<file path="src/pkg/lamp_pkg.sv">
/*
  Constants for the indicator lamp driver: register indices, field positions,
  reset values, function codes and timing counts.
  Assumes a 100 MHz core clock and a register port inside the transceiver.
*/
package lamp_pkg;
  // ---------------------------------------------------------------
  // Register map
  // ---------------------------------------------------------------
  localparam logic [15:0] ADDR_CONTROL_FIRST = 16'h001B;
  localparam logic [15:0] ADDR_FUNCTION_LOW  = 16'h001C;
  localparam logic [15:0] ADDR_BLINK_PATTERN = 16'h001D;
  localparam logic [15:0] ADDR_STRETCH_CUSTOM = 16'hBC00;

  localparam logic [15:0] RST_FUNCTION_LOW   = 16'h210A;
  localparam logic [15:0] RST_BLINK_PATTERN  = 16'h1855;
  localparam logic [15:0] RST_CONTROL_FIRST  = 16'h0001;
  localparam logic [5:0]  RST_STRETCH_CUSTOM = 6'h00;

  // Fields of the first control register
  localparam int TOP_BIT_POS     = 10;
  localparam int PAUSE_LSB       = 4;
  localparam int STRETCH_SEL_LSB = 2;
  localparam int DISABLE_POS     = 1;
  localparam int STRETCH_EN_POS  = 0;
  localparam logic [15:0] CONTROL_FIRST_MASK = 16'h04FF;

  // Fields of the blink pattern register
  localparam int TICK_LSB = 8;
  localparam logic [5:0] TICK_ONE_MS = 6'h3F;

  // ---------------------------------------------------------------
  // Timing
  // ---------------------------------------------------------------
  localparam int CLK_MHZ       = 100;
  localparam int MS_TIME       = 1;
  localparam int MS_CYCLES     = MS_TIME * CLK_MHZ * 1000;
  localparam int TICK_UNIT_MS  = 8;
  localparam int STRETCH0_MS   = 32;
  localparam int STRETCH1_MS   = 64;
  localparam int STRETCH2_MS   = 102;

  // ---------------------------------------------------------------
  // Function codes
  // ---------------------------------------------------------------
  localparam logic [4:0] F_ON10_BLINK100 = 5'h1F;
  localparam logic [4:0] F_ON100_BLINK10 = 5'h1D;
  localparam logic [4:0] F_ON100         = 5'h1C;
  localparam logic [4:0] F_BLINK10       = 5'h1B;
  localparam logic [4:0] F_BLINK_TX      = 5'h1A;
  localparam logic [4:0] F_BLINK_ACT     = 5'h19;
  localparam logic [4:0] F_ON100_ACT     = 5'h13;
  localparam logic [4:0] F_ON10_ACT      = 5'h12;
  localparam logic [4:0] F_ON_ANY_LINK   = 5'h10;
  localparam logic [4:0] F_OFF           = 5'h0F;
  localparam logic [4:0] F_ON            = 5'h0E;
  localparam logic [4:0] F_BLINK         = 5'h0D;
  localparam logic [4:0] F_FDX_COL       = 5'h0C;
  localparam logic [4:0] F_LINK_RX       = 5'h0B;
  localparam logic [4:0] F_LINK_ACT      = 5'h0A;
  localparam logic [4:0] F_COL           = 5'h09;
  localparam logic [4:0] F_FDX           = 5'h08;
  localparam logic [4:0] F_ACT           = 5'h07;
  localparam logic [4:0] F_RX            = 5'h06;
  localparam logic [4:0] F_TX            = 5'h05;
  localparam logic [4:0] F_LINK          = 5'h04;
  localparam logic [4:0] F_BLINK100      = 5'h03;
endpackage

</file>
<file path="src/logic/pulse_stretcher.sv">
/*
  Holds a short event indication high for a selectable number of
  milliseconds. Assumes the event input is already in the core clock domain
  and a one-cycle millisecond strobe from the parent.
*/
`timescale 1ns/1ps
module pulse_stretcher (
  input  wire logic       mclk_in,
  input  wire logic       rst_in,
  input  wire logic       event_in,
  input  wire logic       ms_tick_in,
  input  wire logic       enable_in,
  input  wire logic [1:0] length_sel_in,
  input  wire logic [5:0] custom_ms_in,
  output logic            stretched_out
);
  typedef struct packed {
    logic [6:0] left;
    logic       hold;
  } stretch_state_t;

  stretch_state_t s_r;
  stretch_state_t s_nxt;
  logic [6:0]     length_ms;

  always_comb begin
    case (length_sel_in)
      2'h0:    length_ms = 7'(lamp_pkg::STRETCH0_MS);
      2'h1:    length_ms = 7'(lamp_pkg::STRETCH1_MS);
      2'h2:    length_ms = 7'(lamp_pkg::STRETCH2_MS);
      default: length_ms = {1'b0, custom_ms_in};
    endcase
  end

  always_comb begin
    s_nxt = s_r;
    // A fresh event restarts the window
    if (event_in) begin
      s_nxt.left = length_ms;
      s_nxt.hold = 1'b1;
    end else if (ms_tick_in && s_r.left != 7'h00) begin
      s_nxt.left = s_r.left - 7'h01;
    end else if (s_r.left == 7'h00) begin
      s_nxt.hold = 1'b0;
    end
  end

  always_ff @(posedge mclk_in) begin
    if (rst_in) begin
      s_r <= '0;
    end else begin
      s_r <= s_nxt;
    end
  end

  // Pass-through when disabled; stretched output follows event immediately
  assign stretched_out = enable_in ? (event_in | s_r.hold) : event_in;
endmodule // pulse_stretcher

</file>
<file path="src/logic/lamp_driver.sv">
/*
  Indicator lamp driver: function select, blink pattern generator, pulse
  stretching and the lamp control registers.
  Assumes status inputs come from the core on the same clock and a simple
  internal register port with one-cycle read/write strobes.
*/
`timescale 1ns/1ps
// Behaviour
// - Function code is top bit plus four
// - Reset code 01010: link on, activity blink
// - 11111 on10 blink100; 11101 reversed
// - 11100 on at 100; 11011 blink at 10
// - 11010 blink transmit; 11001 blink activity
// - 10011/10010 speed link on, activity blink
// - 10000 on with any link
// - 01111 off, 01110 on, 01101 blink
// - 01100 full duplex on, collision blink
// - 01011 link on, receive blink
// - 01000 full duplex; 01001 collision
// - 00111 activity, 00110 receive, 00101 transmit
// - 00100 link up; 00011 blink at 100
// - Bank select reads zero always
// - Tick is (value plus one) times 8 ms
// - Tick value 63 means 1 ms
// - Pattern bits shift out one per tick
// - Pattern resets 0x55, tick 0x18
// - Hold last bit for pause times tick
// - Output disable bit turns lamp off
// - Stretch short transmit, receive, collision events
// - Stretch 32, 64, 102 ms or custom
module lamp_driver (
  input  wire logic        mclk_in,
  input  wire logic        rst_in,
  input  wire logic        reg_wr_in,
  input  wire logic        reg_rd_in,
  input  wire logic [15:0] reg_addr_in,
  input  wire logic [15:0] reg_wdata_in,
  output logic      [15:0] reg_rdata_out,
  output logic             reg_ack_out,
  input  wire logic        link_up_in,
  input  wire logic        speed_100_in,
  input  wire logic        full_duplex_in,
  input  wire logic        tx_active_in,
  input  wire logic        rx_active_in,
  input  wire logic        collision_in,
  output logic             indicator_lamp_pin_out,
  output logic             indicator_lamp_pin_oe_out
);
  // ---------------------------------------------------------------
  // State
  // ---------------------------------------------------------------
  typedef struct packed {
    logic [15:0] control_first;
    logic [3:0]  lamp_func_low_bits;
    logic [11:0] function_spare;
    logic [5:0]  pattern_tick_length;
    logic [7:0]  blink_bit_pattern;
    logic [5:0]  stretch_custom;
    logic [16:0] ms_count;
    logic        ms_tick;
    logic [8:0]  tick_ms_count;
    logic [2:0]  bit_index;
    logic [3:0]  pause_count;
    logic        pausing;
    logic        blink_bit;
    logic        lamp;
    logic        lamp_oe;
    logic [15:0] rdata;
    logic        ack;
  } lamp_state_t;

  lamp_state_t st_r;
  lamp_state_t st_nxt;

  logic       tx_s;
  logic       rx_s;
  logic       col_s;
  logic [4:0] func_code;
  logic [8:0] tick_ms;
  logic       is_link10;
  logic       is_link100;
  logic       act;

  // Tick length in ms from the six-bit field
  function automatic logic [8:0] tick_length_ms(input logic [5:0] v);
    if (v == lamp_pkg::TICK_ONE_MS) begin
      tick_length_ms = 9'(lamp_pkg::MS_TIME);
    end else begin
      tick_length_ms = ({3'h0, v} + 9'h001) * 9'(lamp_pkg::TICK_UNIT_MS);
    end
  endfunction

  // Register select, shared by the write and the read path
  typedef enum logic [2:0] {
    SEL_NONE,
    SEL_CONTROL_FIRST,
    SEL_FUNCTION_LOW,
    SEL_BLINK_PATTERN,
    SEL_STRETCH_CUSTOM
  } reg_sel_t;

  function automatic reg_sel_t decode_addr(input logic [15:0] a);
    if (a == lamp_pkg::ADDR_CONTROL_FIRST) begin
      decode_addr = SEL_CONTROL_FIRST;
    end else if (a == lamp_pkg::ADDR_FUNCTION_LOW) begin
      decode_addr = SEL_FUNCTION_LOW;
    end else if (a == lamp_pkg::ADDR_BLINK_PATTERN) begin
      decode_addr = SEL_BLINK_PATTERN;
    end else if (a == lamp_pkg::ADDR_STRETCH_CUSTOM) begin
      decode_addr = SEL_STRETCH_CUSTOM;
    end else begin
      decode_addr = SEL_NONE;
    end
  endfunction

  reg_sel_t reg_sel;
  assign reg_sel = decode_addr(reg_addr_in);

  // ---------------------------------------------------------------
  // Event stretching
  // ---------------------------------------------------------------
  logic [1:0] sel;
  logic       str_en;
  assign sel    = st_r.control_first[lamp_pkg::STRETCH_SEL_LSB +: 2];
  assign str_en = st_r.control_first[lamp_pkg::STRETCH_EN_POS];

  pulse_stretcher u_tx (
    .mclk_in       (mclk_in),
    .rst_in        (rst_in),
    .event_in      (tx_active_in),
    .ms_tick_in    (st_r.ms_tick),
    .enable_in     (str_en),
    .length_sel_in (sel),
    .custom_ms_in  (st_r.stretch_custom),
    .stretched_out (tx_s)
  );
  pulse_stretcher u_rx (
    .mclk_in       (mclk_in),
    .rst_in        (rst_in),
    .event_in      (rx_active_in),
    .ms_tick_in    (st_r.ms_tick),
    .enable_in     (str_en),
    .length_sel_in (sel),
    .custom_ms_in  (st_r.stretch_custom),
    .stretched_out (rx_s)
  );
  pulse_stretcher u_col (
    .mclk_in       (mclk_in),
    .rst_in        (rst_in),
    .event_in      (collision_in),
    .ms_tick_in    (st_r.ms_tick),
    .enable_in     (str_en),
    .length_sel_in (sel),
    .custom_ms_in  (st_r.stretch_custom),
    .stretched_out (col_s)
  );

  assign func_code  = {st_r.control_first[lamp_pkg::TOP_BIT_POS],
                       st_r.lamp_func_low_bits};
  assign tick_ms    = tick_length_ms(st_r.pattern_tick_length);
  assign is_link10  = link_up_in & ~speed_100_in;
  assign is_link100 = link_up_in & speed_100_in;
  assign act        = tx_s | rx_s;

  // ---------------------------------------------------------------
  // Next state
  // ---------------------------------------------------------------
  always_comb begin
    logic b;
    logic lamp_on;
    b       = st_r.blink_bit;
    lamp_on = 1'b0;
    st_nxt  = st_r;
    st_nxt.ack = 1'b0;

    // Millisecond timebase
    st_nxt.ms_tick = 1'b0;
    if (st_r.ms_count == 17'(lamp_pkg::MS_CYCLES - 1)) begin
      st_nxt.ms_count = '0;
      st_nxt.ms_tick  = 1'b1;
    end else begin
      st_nxt.ms_count = st_r.ms_count + 17'h00001;
    end

    // Pattern generator: one bit per tick, then pause, then repeat
    if (st_r.ms_tick) begin
      if (st_r.tick_ms_count + 9'h001 >= tick_ms) begin
        st_nxt.tick_ms_count = '0;
        if (st_r.pausing) begin
          if (st_r.pause_count <= 4'h1) begin
            st_nxt.pausing   = 1'b0;
            st_nxt.bit_index = '0;
            st_nxt.blink_bit = st_r.blink_bit_pattern[0];
          end else begin
            st_nxt.pause_count = st_r.pause_count - 4'h1;
          end
        end else if (st_r.bit_index == 3'h7) begin
          st_nxt.pause_count = st_r.control_first[lamp_pkg::PAUSE_LSB +: 4];
          if (st_r.control_first[lamp_pkg::PAUSE_LSB +: 4] == 4'h0) begin
            st_nxt.bit_index = '0;
            st_nxt.blink_bit = st_r.blink_bit_pattern[0];
          end else begin
            st_nxt.pausing = 1'b1;
          end
        end else begin
          st_nxt.bit_index = st_r.bit_index + 3'h1;
          st_nxt.blink_bit = st_r.blink_bit_pattern[st_r.bit_index + 3'h1];
        end
      end else begin
        st_nxt.tick_ms_count = st_r.tick_ms_count + 9'h001;
      end
    end

    // Function selection
    case (func_code)
      lamp_pkg::F_ON10_BLINK100: lamp_on = is_link10 | (is_link100 & b);
      lamp_pkg::F_ON100_BLINK10: lamp_on = is_link100 | (is_link10 & b);
      lamp_pkg::F_ON100:         lamp_on = is_link100;
      lamp_pkg::F_BLINK10:       lamp_on = is_link10 & b;
      lamp_pkg::F_BLINK_TX:      lamp_on = tx_s & b;
      lamp_pkg::F_BLINK_ACT:     lamp_on = act & b;
      lamp_pkg::F_ON100_ACT:     lamp_on = is_link100 & (act ? b : 1'b1);
      lamp_pkg::F_ON10_ACT:      lamp_on = is_link10 & (act ? b : 1'b1);
      lamp_pkg::F_ON_ANY_LINK:   lamp_on = link_up_in;
      lamp_pkg::F_OFF:           lamp_on = 1'b0;
      lamp_pkg::F_ON:            lamp_on = 1'b1;
      lamp_pkg::F_BLINK:         lamp_on = b;
      lamp_pkg::F_FDX_COL:       lamp_on = col_s ? b : (link_up_in & full_duplex_in);
      lamp_pkg::F_LINK_RX:       lamp_on = link_up_in & (rx_s ? b : 1'b1);
      lamp_pkg::F_LINK_ACT:      lamp_on = link_up_in & (act ? b : 1'b1);
      lamp_pkg::F_COL:           lamp_on = col_s;
      lamp_pkg::F_FDX:           lamp_on = link_up_in & full_duplex_in;
      lamp_pkg::F_ACT:           lamp_on = act;
      lamp_pkg::F_RX:            lamp_on = rx_s;
      lamp_pkg::F_TX:            lamp_on = tx_s;
      lamp_pkg::F_LINK:          lamp_on = link_up_in;
      lamp_pkg::F_BLINK100:      lamp_on = is_link100 & b;
      default:                   lamp_on = 1'b0;
    endcase

    // Disabled lamp is released and driven low
    st_nxt.lamp_oe = ~st_r.control_first[lamp_pkg::DISABLE_POS];
    st_nxt.lamp    = lamp_on & ~st_r.control_first[lamp_pkg::DISABLE_POS];

    // Register port
    if (reg_wr_in) begin
      st_nxt.ack = 1'b1;
      if (reg_sel == SEL_CONTROL_FIRST) begin
        st_nxt.control_first = reg_wdata_in & lamp_pkg::CONTROL_FIRST_MASK;
      end else if (reg_sel == SEL_FUNCTION_LOW) begin
        st_nxt.lamp_func_low_bits = reg_wdata_in[3:0];
        st_nxt.function_spare     = reg_wdata_in[15:4];
      end else if (reg_sel == SEL_BLINK_PATTERN) begin
        // Bank select is not stored; only bank zero exists
        st_nxt.pattern_tick_length = reg_wdata_in[lamp_pkg::TICK_LSB +: 6];
        st_nxt.blink_bit_pattern   = reg_wdata_in[7:0];
        // Restart, so a new pattern never shows a stale bit of the old one
        st_nxt.bit_index     = '0;
        st_nxt.tick_ms_count = '0;
        st_nxt.pausing       = 1'b0;
        st_nxt.blink_bit     = reg_wdata_in[0];
      end else if (reg_sel == SEL_STRETCH_CUSTOM) begin
        st_nxt.stretch_custom = reg_wdata_in[5:0];
      end
    end else if (reg_rd_in) begin
      st_nxt.ack = 1'b1;
      if (reg_sel == SEL_CONTROL_FIRST) begin
        st_nxt.rdata = st_r.control_first;
      end else if (reg_sel == SEL_FUNCTION_LOW) begin
        st_nxt.rdata = {st_r.function_spare, st_r.lamp_func_low_bits};
      end else if (reg_sel == SEL_BLINK_PATTERN) begin
        st_nxt.rdata = {2'b00, st_r.pattern_tick_length, st_r.blink_bit_pattern};
      end else if (reg_sel == SEL_STRETCH_CUSTOM) begin
        st_nxt.rdata = {10'h000, st_r.stretch_custom};
      end else begin
        st_nxt.rdata = 16'h0000;
      end
    end
  end

  // ---------------------------------------------------------------
  // Registers
  // ---------------------------------------------------------------
  always_ff @(posedge mclk_in) begin
    if (rst_in) begin
      st_r                     <= '0;
      st_r.control_first       <= lamp_pkg::RST_CONTROL_FIRST;
      st_r.lamp_func_low_bits  <= lamp_pkg::RST_FUNCTION_LOW[3:0];
      st_r.function_spare      <= lamp_pkg::RST_FUNCTION_LOW[15:4];
      st_r.pattern_tick_length <= lamp_pkg::RST_BLINK_PATTERN[13:8];
      st_r.blink_bit_pattern   <= lamp_pkg::RST_BLINK_PATTERN[7:0];
      st_r.blink_bit           <= lamp_pkg::RST_BLINK_PATTERN[0];
      st_r.stretch_custom      <= lamp_pkg::RST_STRETCH_CUSTOM;
      st_r.lamp_oe             <= 1'b1;
    end else begin
      st_r <= st_nxt;
    end
  end

  assign indicator_lamp_pin_out    = st_r.lamp;
  assign indicator_lamp_pin_oe_out = st_r.lamp_oe;
  assign reg_rdata_out             = st_r.rdata;
  assign reg_ack_out               = st_r.ack;
endmodule // lamp_driver

</file>
<file path="config.mk">
export PLATFORM = sky130hd
export DESIGN_NAME = lamp_driver
export DESIGN_NICKNAME = d
export VERILOG_FILES = /design/src/pkg/lamp_pkg.sv /design/src/logic/pulse_stretcher.sv /design/src/logic/lamp_driver.sv
export SDC_FILE = /design/constraint.sdc
export NUM_CORES = 1
export LEC_CHECK = 0
export ABC_CLOCK_PERIOD_IN_PS = 3710
export BUFFER_PORTS_ARGS = -buffer_cell sky130_fd_sc_hd__buf_2
export CORE_MARGIN = 4
export CORE_UTILIZATION = 55
export CTS_CLUSTER_SIZE = 10
export DETAILED_ROUTE_END_ITERATION = 10
export PLACE_DENSITY = 0.75
export SYNTH_ARGS = -nofsm -noshare
export SYNTH_HDL_FRONTEND = slang
export SYNTH_SLANG_ARGS = --single-unit
export TNS_END_PERCENT = 5
</file>
<file path="constraint.sdc">
create_clock -name mclk_in -period 3.71 [get_ports mclk_in]
set_input_delay 0.371 -clock mclk_in [delete_from_list [all_inputs] [get_ports mclk_in]]
set_output_delay 0.371 -clock mclk_in [all_outputs]
set_load 0.05 [all_outputs]
</file>
# Word level (Yosys, flattened, before mapping)

Index checks and enable logic that the tools add are counted.

Flip-flop bits (word level): 124
Output and inout bits: 19
Word-level logic and storage cells: 180

$add $sub $neg: 8
Bitwise logic cells: 24
Reductions and logical operators: 29
$lt $le $gt $ge: 3
Equal/unequal tests: 38
Muxes and demuxes: 55

Operators with widths:

| cell                  | count |
|---|---|
| $eq 16x5->1 const B   | 3 |
| $mux 12               | 4 |
| $mux 16               | 3 |
| $eq 5x5->1 const B    | 9 |
| $mux 9                | 4 |
| $eq 5x4->1 const B    | 7 |
| $mux 8                | 3 |
| $logic_not 7->1       | 3 |
| $mux 3                | 7 |
| $mux 7                | 3 |
| $pmux 7 s3            | 1 |
| $reduce_bool 7->1     | 3 |
| $sub 7x1->7 const B   | 3 |
| $eq 5x3->1 const B    | 4 |
| $pmux 1 s20           | 1 |
| $mux 1                | 19 |
| $mux 18               | 1 |
| $add 17x1->17 const B | 1 |
| $eq 17x17->1 const B  | 1 |
| $eq 16x16->1 const B  | 1 |
| $reduce_bool 2->1     | 7 |
| $and 1x1->1           | 12 |
| $mux 2                | 5 |
| $reduce_and 2->1      | 5 |
| other kinds (28)      | 47 |

# Depth between registers and ports, before layout

Depth after elaboration: 11
Gate-level depth with buffers: 13

# Cells and area by module

A second synthesis with hierarchy kept.

Cells, all modules: 834
Area, all modules: 6905.4 sq um

By module, submodules not included:

| module          | instances | sequential area each (sq um) | cells an instance | area an instance (sq um) |
|---|---|---|---|---|
| lamp_driver     | 1         | 2001.9                       | 636               | 5295.1 |
| pulse_stretcher | 3         | 160.2                        | 66                | 536.8 |

# Worst setup path after synthesis

No wires, ideal clock.

Path type: register -> register
Start point: register st_r[28] (netlist bit)
End point: register st_r[21] (netlist bit)
Data required time: 3648 ps
Library setup time: 62 ps
Cell stages (with the launch flop): 12
Buffers on the path: 0
Path slack: 826 ps
Period minus slack after synthesis: 2884 ps
Arrival time: 2822 ps
Cell sequence: dfxtp_1 > ha_1 > and3_1 > and3_1 > nand3_1 > xnor2_1 > ha_1 > nand3_1 > o21ai_1 > o211ai_4 > or4_1 > nand3_1

Word-level cells in the longest chain between the ends: 3

RTL lines:

| element                           | line               | RTL |
|---|---|---|
| start, declared                   | lamp_driver.sv:72  | `lamp_state_t st_r;` |
| start signal, assigned            | lamp_driver.sv:296 | `st_r <= st_nxt;` |
| $add 9x1->9                       | lamp_driver.sv:187 | `if (st_r.tick_ms_count + 9'h001 >= tick_ms) begin` |
| $ge 9x9->1                        | lamp_driver.sv:187 |  |
| $reduce_and 4->1 (no source line) | --                 |  |

Every way passes these cells.
A chain may end at the register's enable or synchronous reset.

# Final worst setup path

Same ends and word-level chain as after synthesis.

==> reports/qor.yml <==
post_cts_buffers: 0
worstSetupPathType: "register to register"
ys_types: 66
drt_pre_antenna_iters: 5
clkTransAtPathRegs_ns: 0.06
rsz0062_at_grt: "false"
antenna_found_initial: 0
status: "completed"
h-tree-depth: 4
remaining_drc_errors: 0
drv_cap: 0
worstPathArrival_ns: 3.34
final_cells: 983
cts.repair.resized: 0
die-area_mm2: 0.0137
wl_um: 16700
die_height_um: 117
num_rows: 39
netlist_instances: 797
fin_nets: 891
p_total_mw: 3.27
max_slew.worst_pin.slew_ns: 0.972
synth_top_area_share_pct: 37.9
num_vias: 5929
setup_tns_ns: 0
hold_depth: 3
dp_slack_ns: 0.731
final_common_cell: "dfxtp_1"
grt_pass1_wl_um: 27800
track_usage_pct: 25.5
cts_root_buffer: "clkbuf_16"
slew_headroom_pct: 34.7
syn_area_per_cell_um2: 8.22
diodes: 0
ioPinCount: 61
clock_skew_ns: 0.00727
wl_met2_um: 7860
area_delta_synth_final_pct: 13.0
met3WireLength_um: 1320
synth-edff-count: 0
worstSetupStartpointType: "register"
cts-buffers-inserted: 17
via_per_inst: 6.03
met1_length_um: 7320
p_per_area_mw_per_mm2: 442
synth_ff_type: "dfxtp_1"
drv_slew: 0
place_congestion: 0.840
fin_crit_sh_pct: 80.8
first_iter_violations: 480
r2r.worst_path.cells: 12
cts_buffer_depth: 2
core_area_mm2: 0.0115
seq_area_frac_synth_pct: 37.9
leakage_nw: 2.98
setup_viol_count_final: 0
ys_warn_count: 0
required_ns: 4.06
yosysTopAreaCell: "dfxtp_1"
die_w_um: 117
grt_max_degree: 40
mappedNetlistArea_mm2: 0.00655
vdd_drop_max_mv: 0.313
grt_pass1_vias: 5667
syn_nets: 861
ant_nets: 0
final-hold-violation-count: 0
wl_per_cell_um: 17.0
hold_buffers: 0
end_kind: "register"
yosys_register_bits: 124
io_buffers: 60
clock_sinks: 124
layout_common_cells: "dfxtp_1 (124), nand2_1 (119), nor2_1 (83), a21oi_1 (65), buf_2 (60)"
overflow: 0
top_layer_used: "met4"
final.setup.worst_slack_ns: 0.712
hpwlAfterDp_um: 11400
hold_class: "input port to register"
insertion_delay_ns: 0.41
cts_tree: "built"
synthTopCellsByArea: "dfxtp_1 (38%), nand2_1 (6.8%), a21oi_1 (5.0%), nor2_1 (4.8%), ha_1 (4.2%)"
layout_min_cycle_time_ns: 3.00
timing.fmax_mhz: 334
cp_max_fo: 8
place_inst: 951
floorplan.initialDensity_pct: 56.9
final_layout_size_suffix_gt1_share_pct: 14.4
synthArstFlopShare_pct: 0
==> kinds of logic (layout without fill, tap and decap cells) <==
kind of cell | count (synthesis) | after routing | synth area share (%)
AO/OA/AOI/OAI | 171 | 171 | 17.1
XOR/XNOR | 46 | 46 | 6.15
adder cells (fa/ha/maj) | 22 | 22 | 4.20
buffers and inverters | 78 | 121 | 5.73
flip-flops | 124 | 124 | 37.9
multiplexers | 14 | 14 | 2.54
AND/OR/NAND/NOR | 342 | 342 | 26.3
==> through the flow <==
| step | utilization (%) | hold slack [ns] | cell area, um^2 |
|---|---|---|---|
| after global routing | 64.3 | 0.199 | 7400 |
| final | 64.3 | 0.201 | 7400 |
| after global placement | 58.9 | 0.422 | 6780 |
| after floorplan | - | 0.378 | 6550 |
| after detailed placement | 58.9 | 0.435 | 6780 |
| after CTS | 64.3 | 0.193 | 7400 |
==> power breakdown <==
part           total [mW]  switching (mW)  internal [mW]
registers            1.37          0.0152           1.35
clock network        1.72           0.626           1.10
logic               0.178           0.122         0.0568
total                3.27           0.763           2.50
==> layout make-up <==
cell class | count | area [um^2]
clock buffer | 19 | 453
clock inverter | 13 | 166
fill | 967 | 4120
inverter | 24 | 90.1
multi-input combinational | 595 | 3690
sequential | 124 | 2480
tap | 143 | 179
timing repair buffer | 65 | 338
==> cell usage after synthesis, types with 3 or more instances <==
cell type	count
a211oi_1	19
a21o_1	3
a21oi_1	65
a221o_1	5
a221oi_1	9
a31oi_1	3
a32o_1	3
a32oi_1	4
and2_1	6
and3_1	9
and4_1	6
buf_2	6
buf_4	16
clkbuf_1	28
dfxtp_1	124
ha_1	22
inv_1	24
mux2i_1	11
nand2_1	119
nand2b_1	4
nand3_1	46
nand3b_1	4
nand4_1	8
nor2_1	83
nor2b_1	7
nor3_1	14
nor4_1	11
nor4_4	4
o21ai_0	32
o22a_1	3
o31ai_1	4
o32ai_1	3
xnor2_1	19
xor2_1	27
==> registers in the layout (all words and copies together) (netlist names) <==
signal,cells
u_tx.s_r,8
sel,2
indicator_lamp_pin_oe_out,1
u_rx.s_r,8
u_col.s_r,8
reg_ack_out,1
st_r,74
reg_rdata_out,16
func_code,5
indicator_lamp_pin_out,1
==> final timing paths <==
check | start | endpoint | slack (ns)
hold / removal | reg_wdata_in[14] | st_r[85]$_SDFFE_PP0P_ | 0.20
setup reg to reg | st_r[28]$_SDFF_PP0_ | st_r[21]$_SDFFE_PP0P_ | 0.71
setup / recovery | st_r[28]$_SDFF_PP0_ | st_r[21]$_SDFFE_PP0P_ | 0.71
hold reg to reg | st_r[38]$_SDFF_PP0_ | st_r[38]$_SDFF_PP0_ | 0.44
==> layer usage <==
| layer | vias up | track usage, % |
|---|---|---|
| met2 | 276 | 41.4 |
| li1 | 2873 | - |
| met1 | 2750 | 34.5 |
| met3 | 30 | 5.55 |
| met5 | - | 0 |
| met4 | 0 | 6.65 |
==> critical path, cell delays in order, from the launching register on <==
cell      delay [ns]
dfxtp_1         0.39
ha_1            0.24
and3_1          0.25
and3_1          0.26
nand3_1         0.11
xnor2_1         0.17
ha_1            0.31
nand3_1         0.10
nor2_1          0.15
o41a_4          0.25
o211ai_4        0.12
or4_1           0.50
nand3_1         0.09
Power figures use the tool's default switching activity.
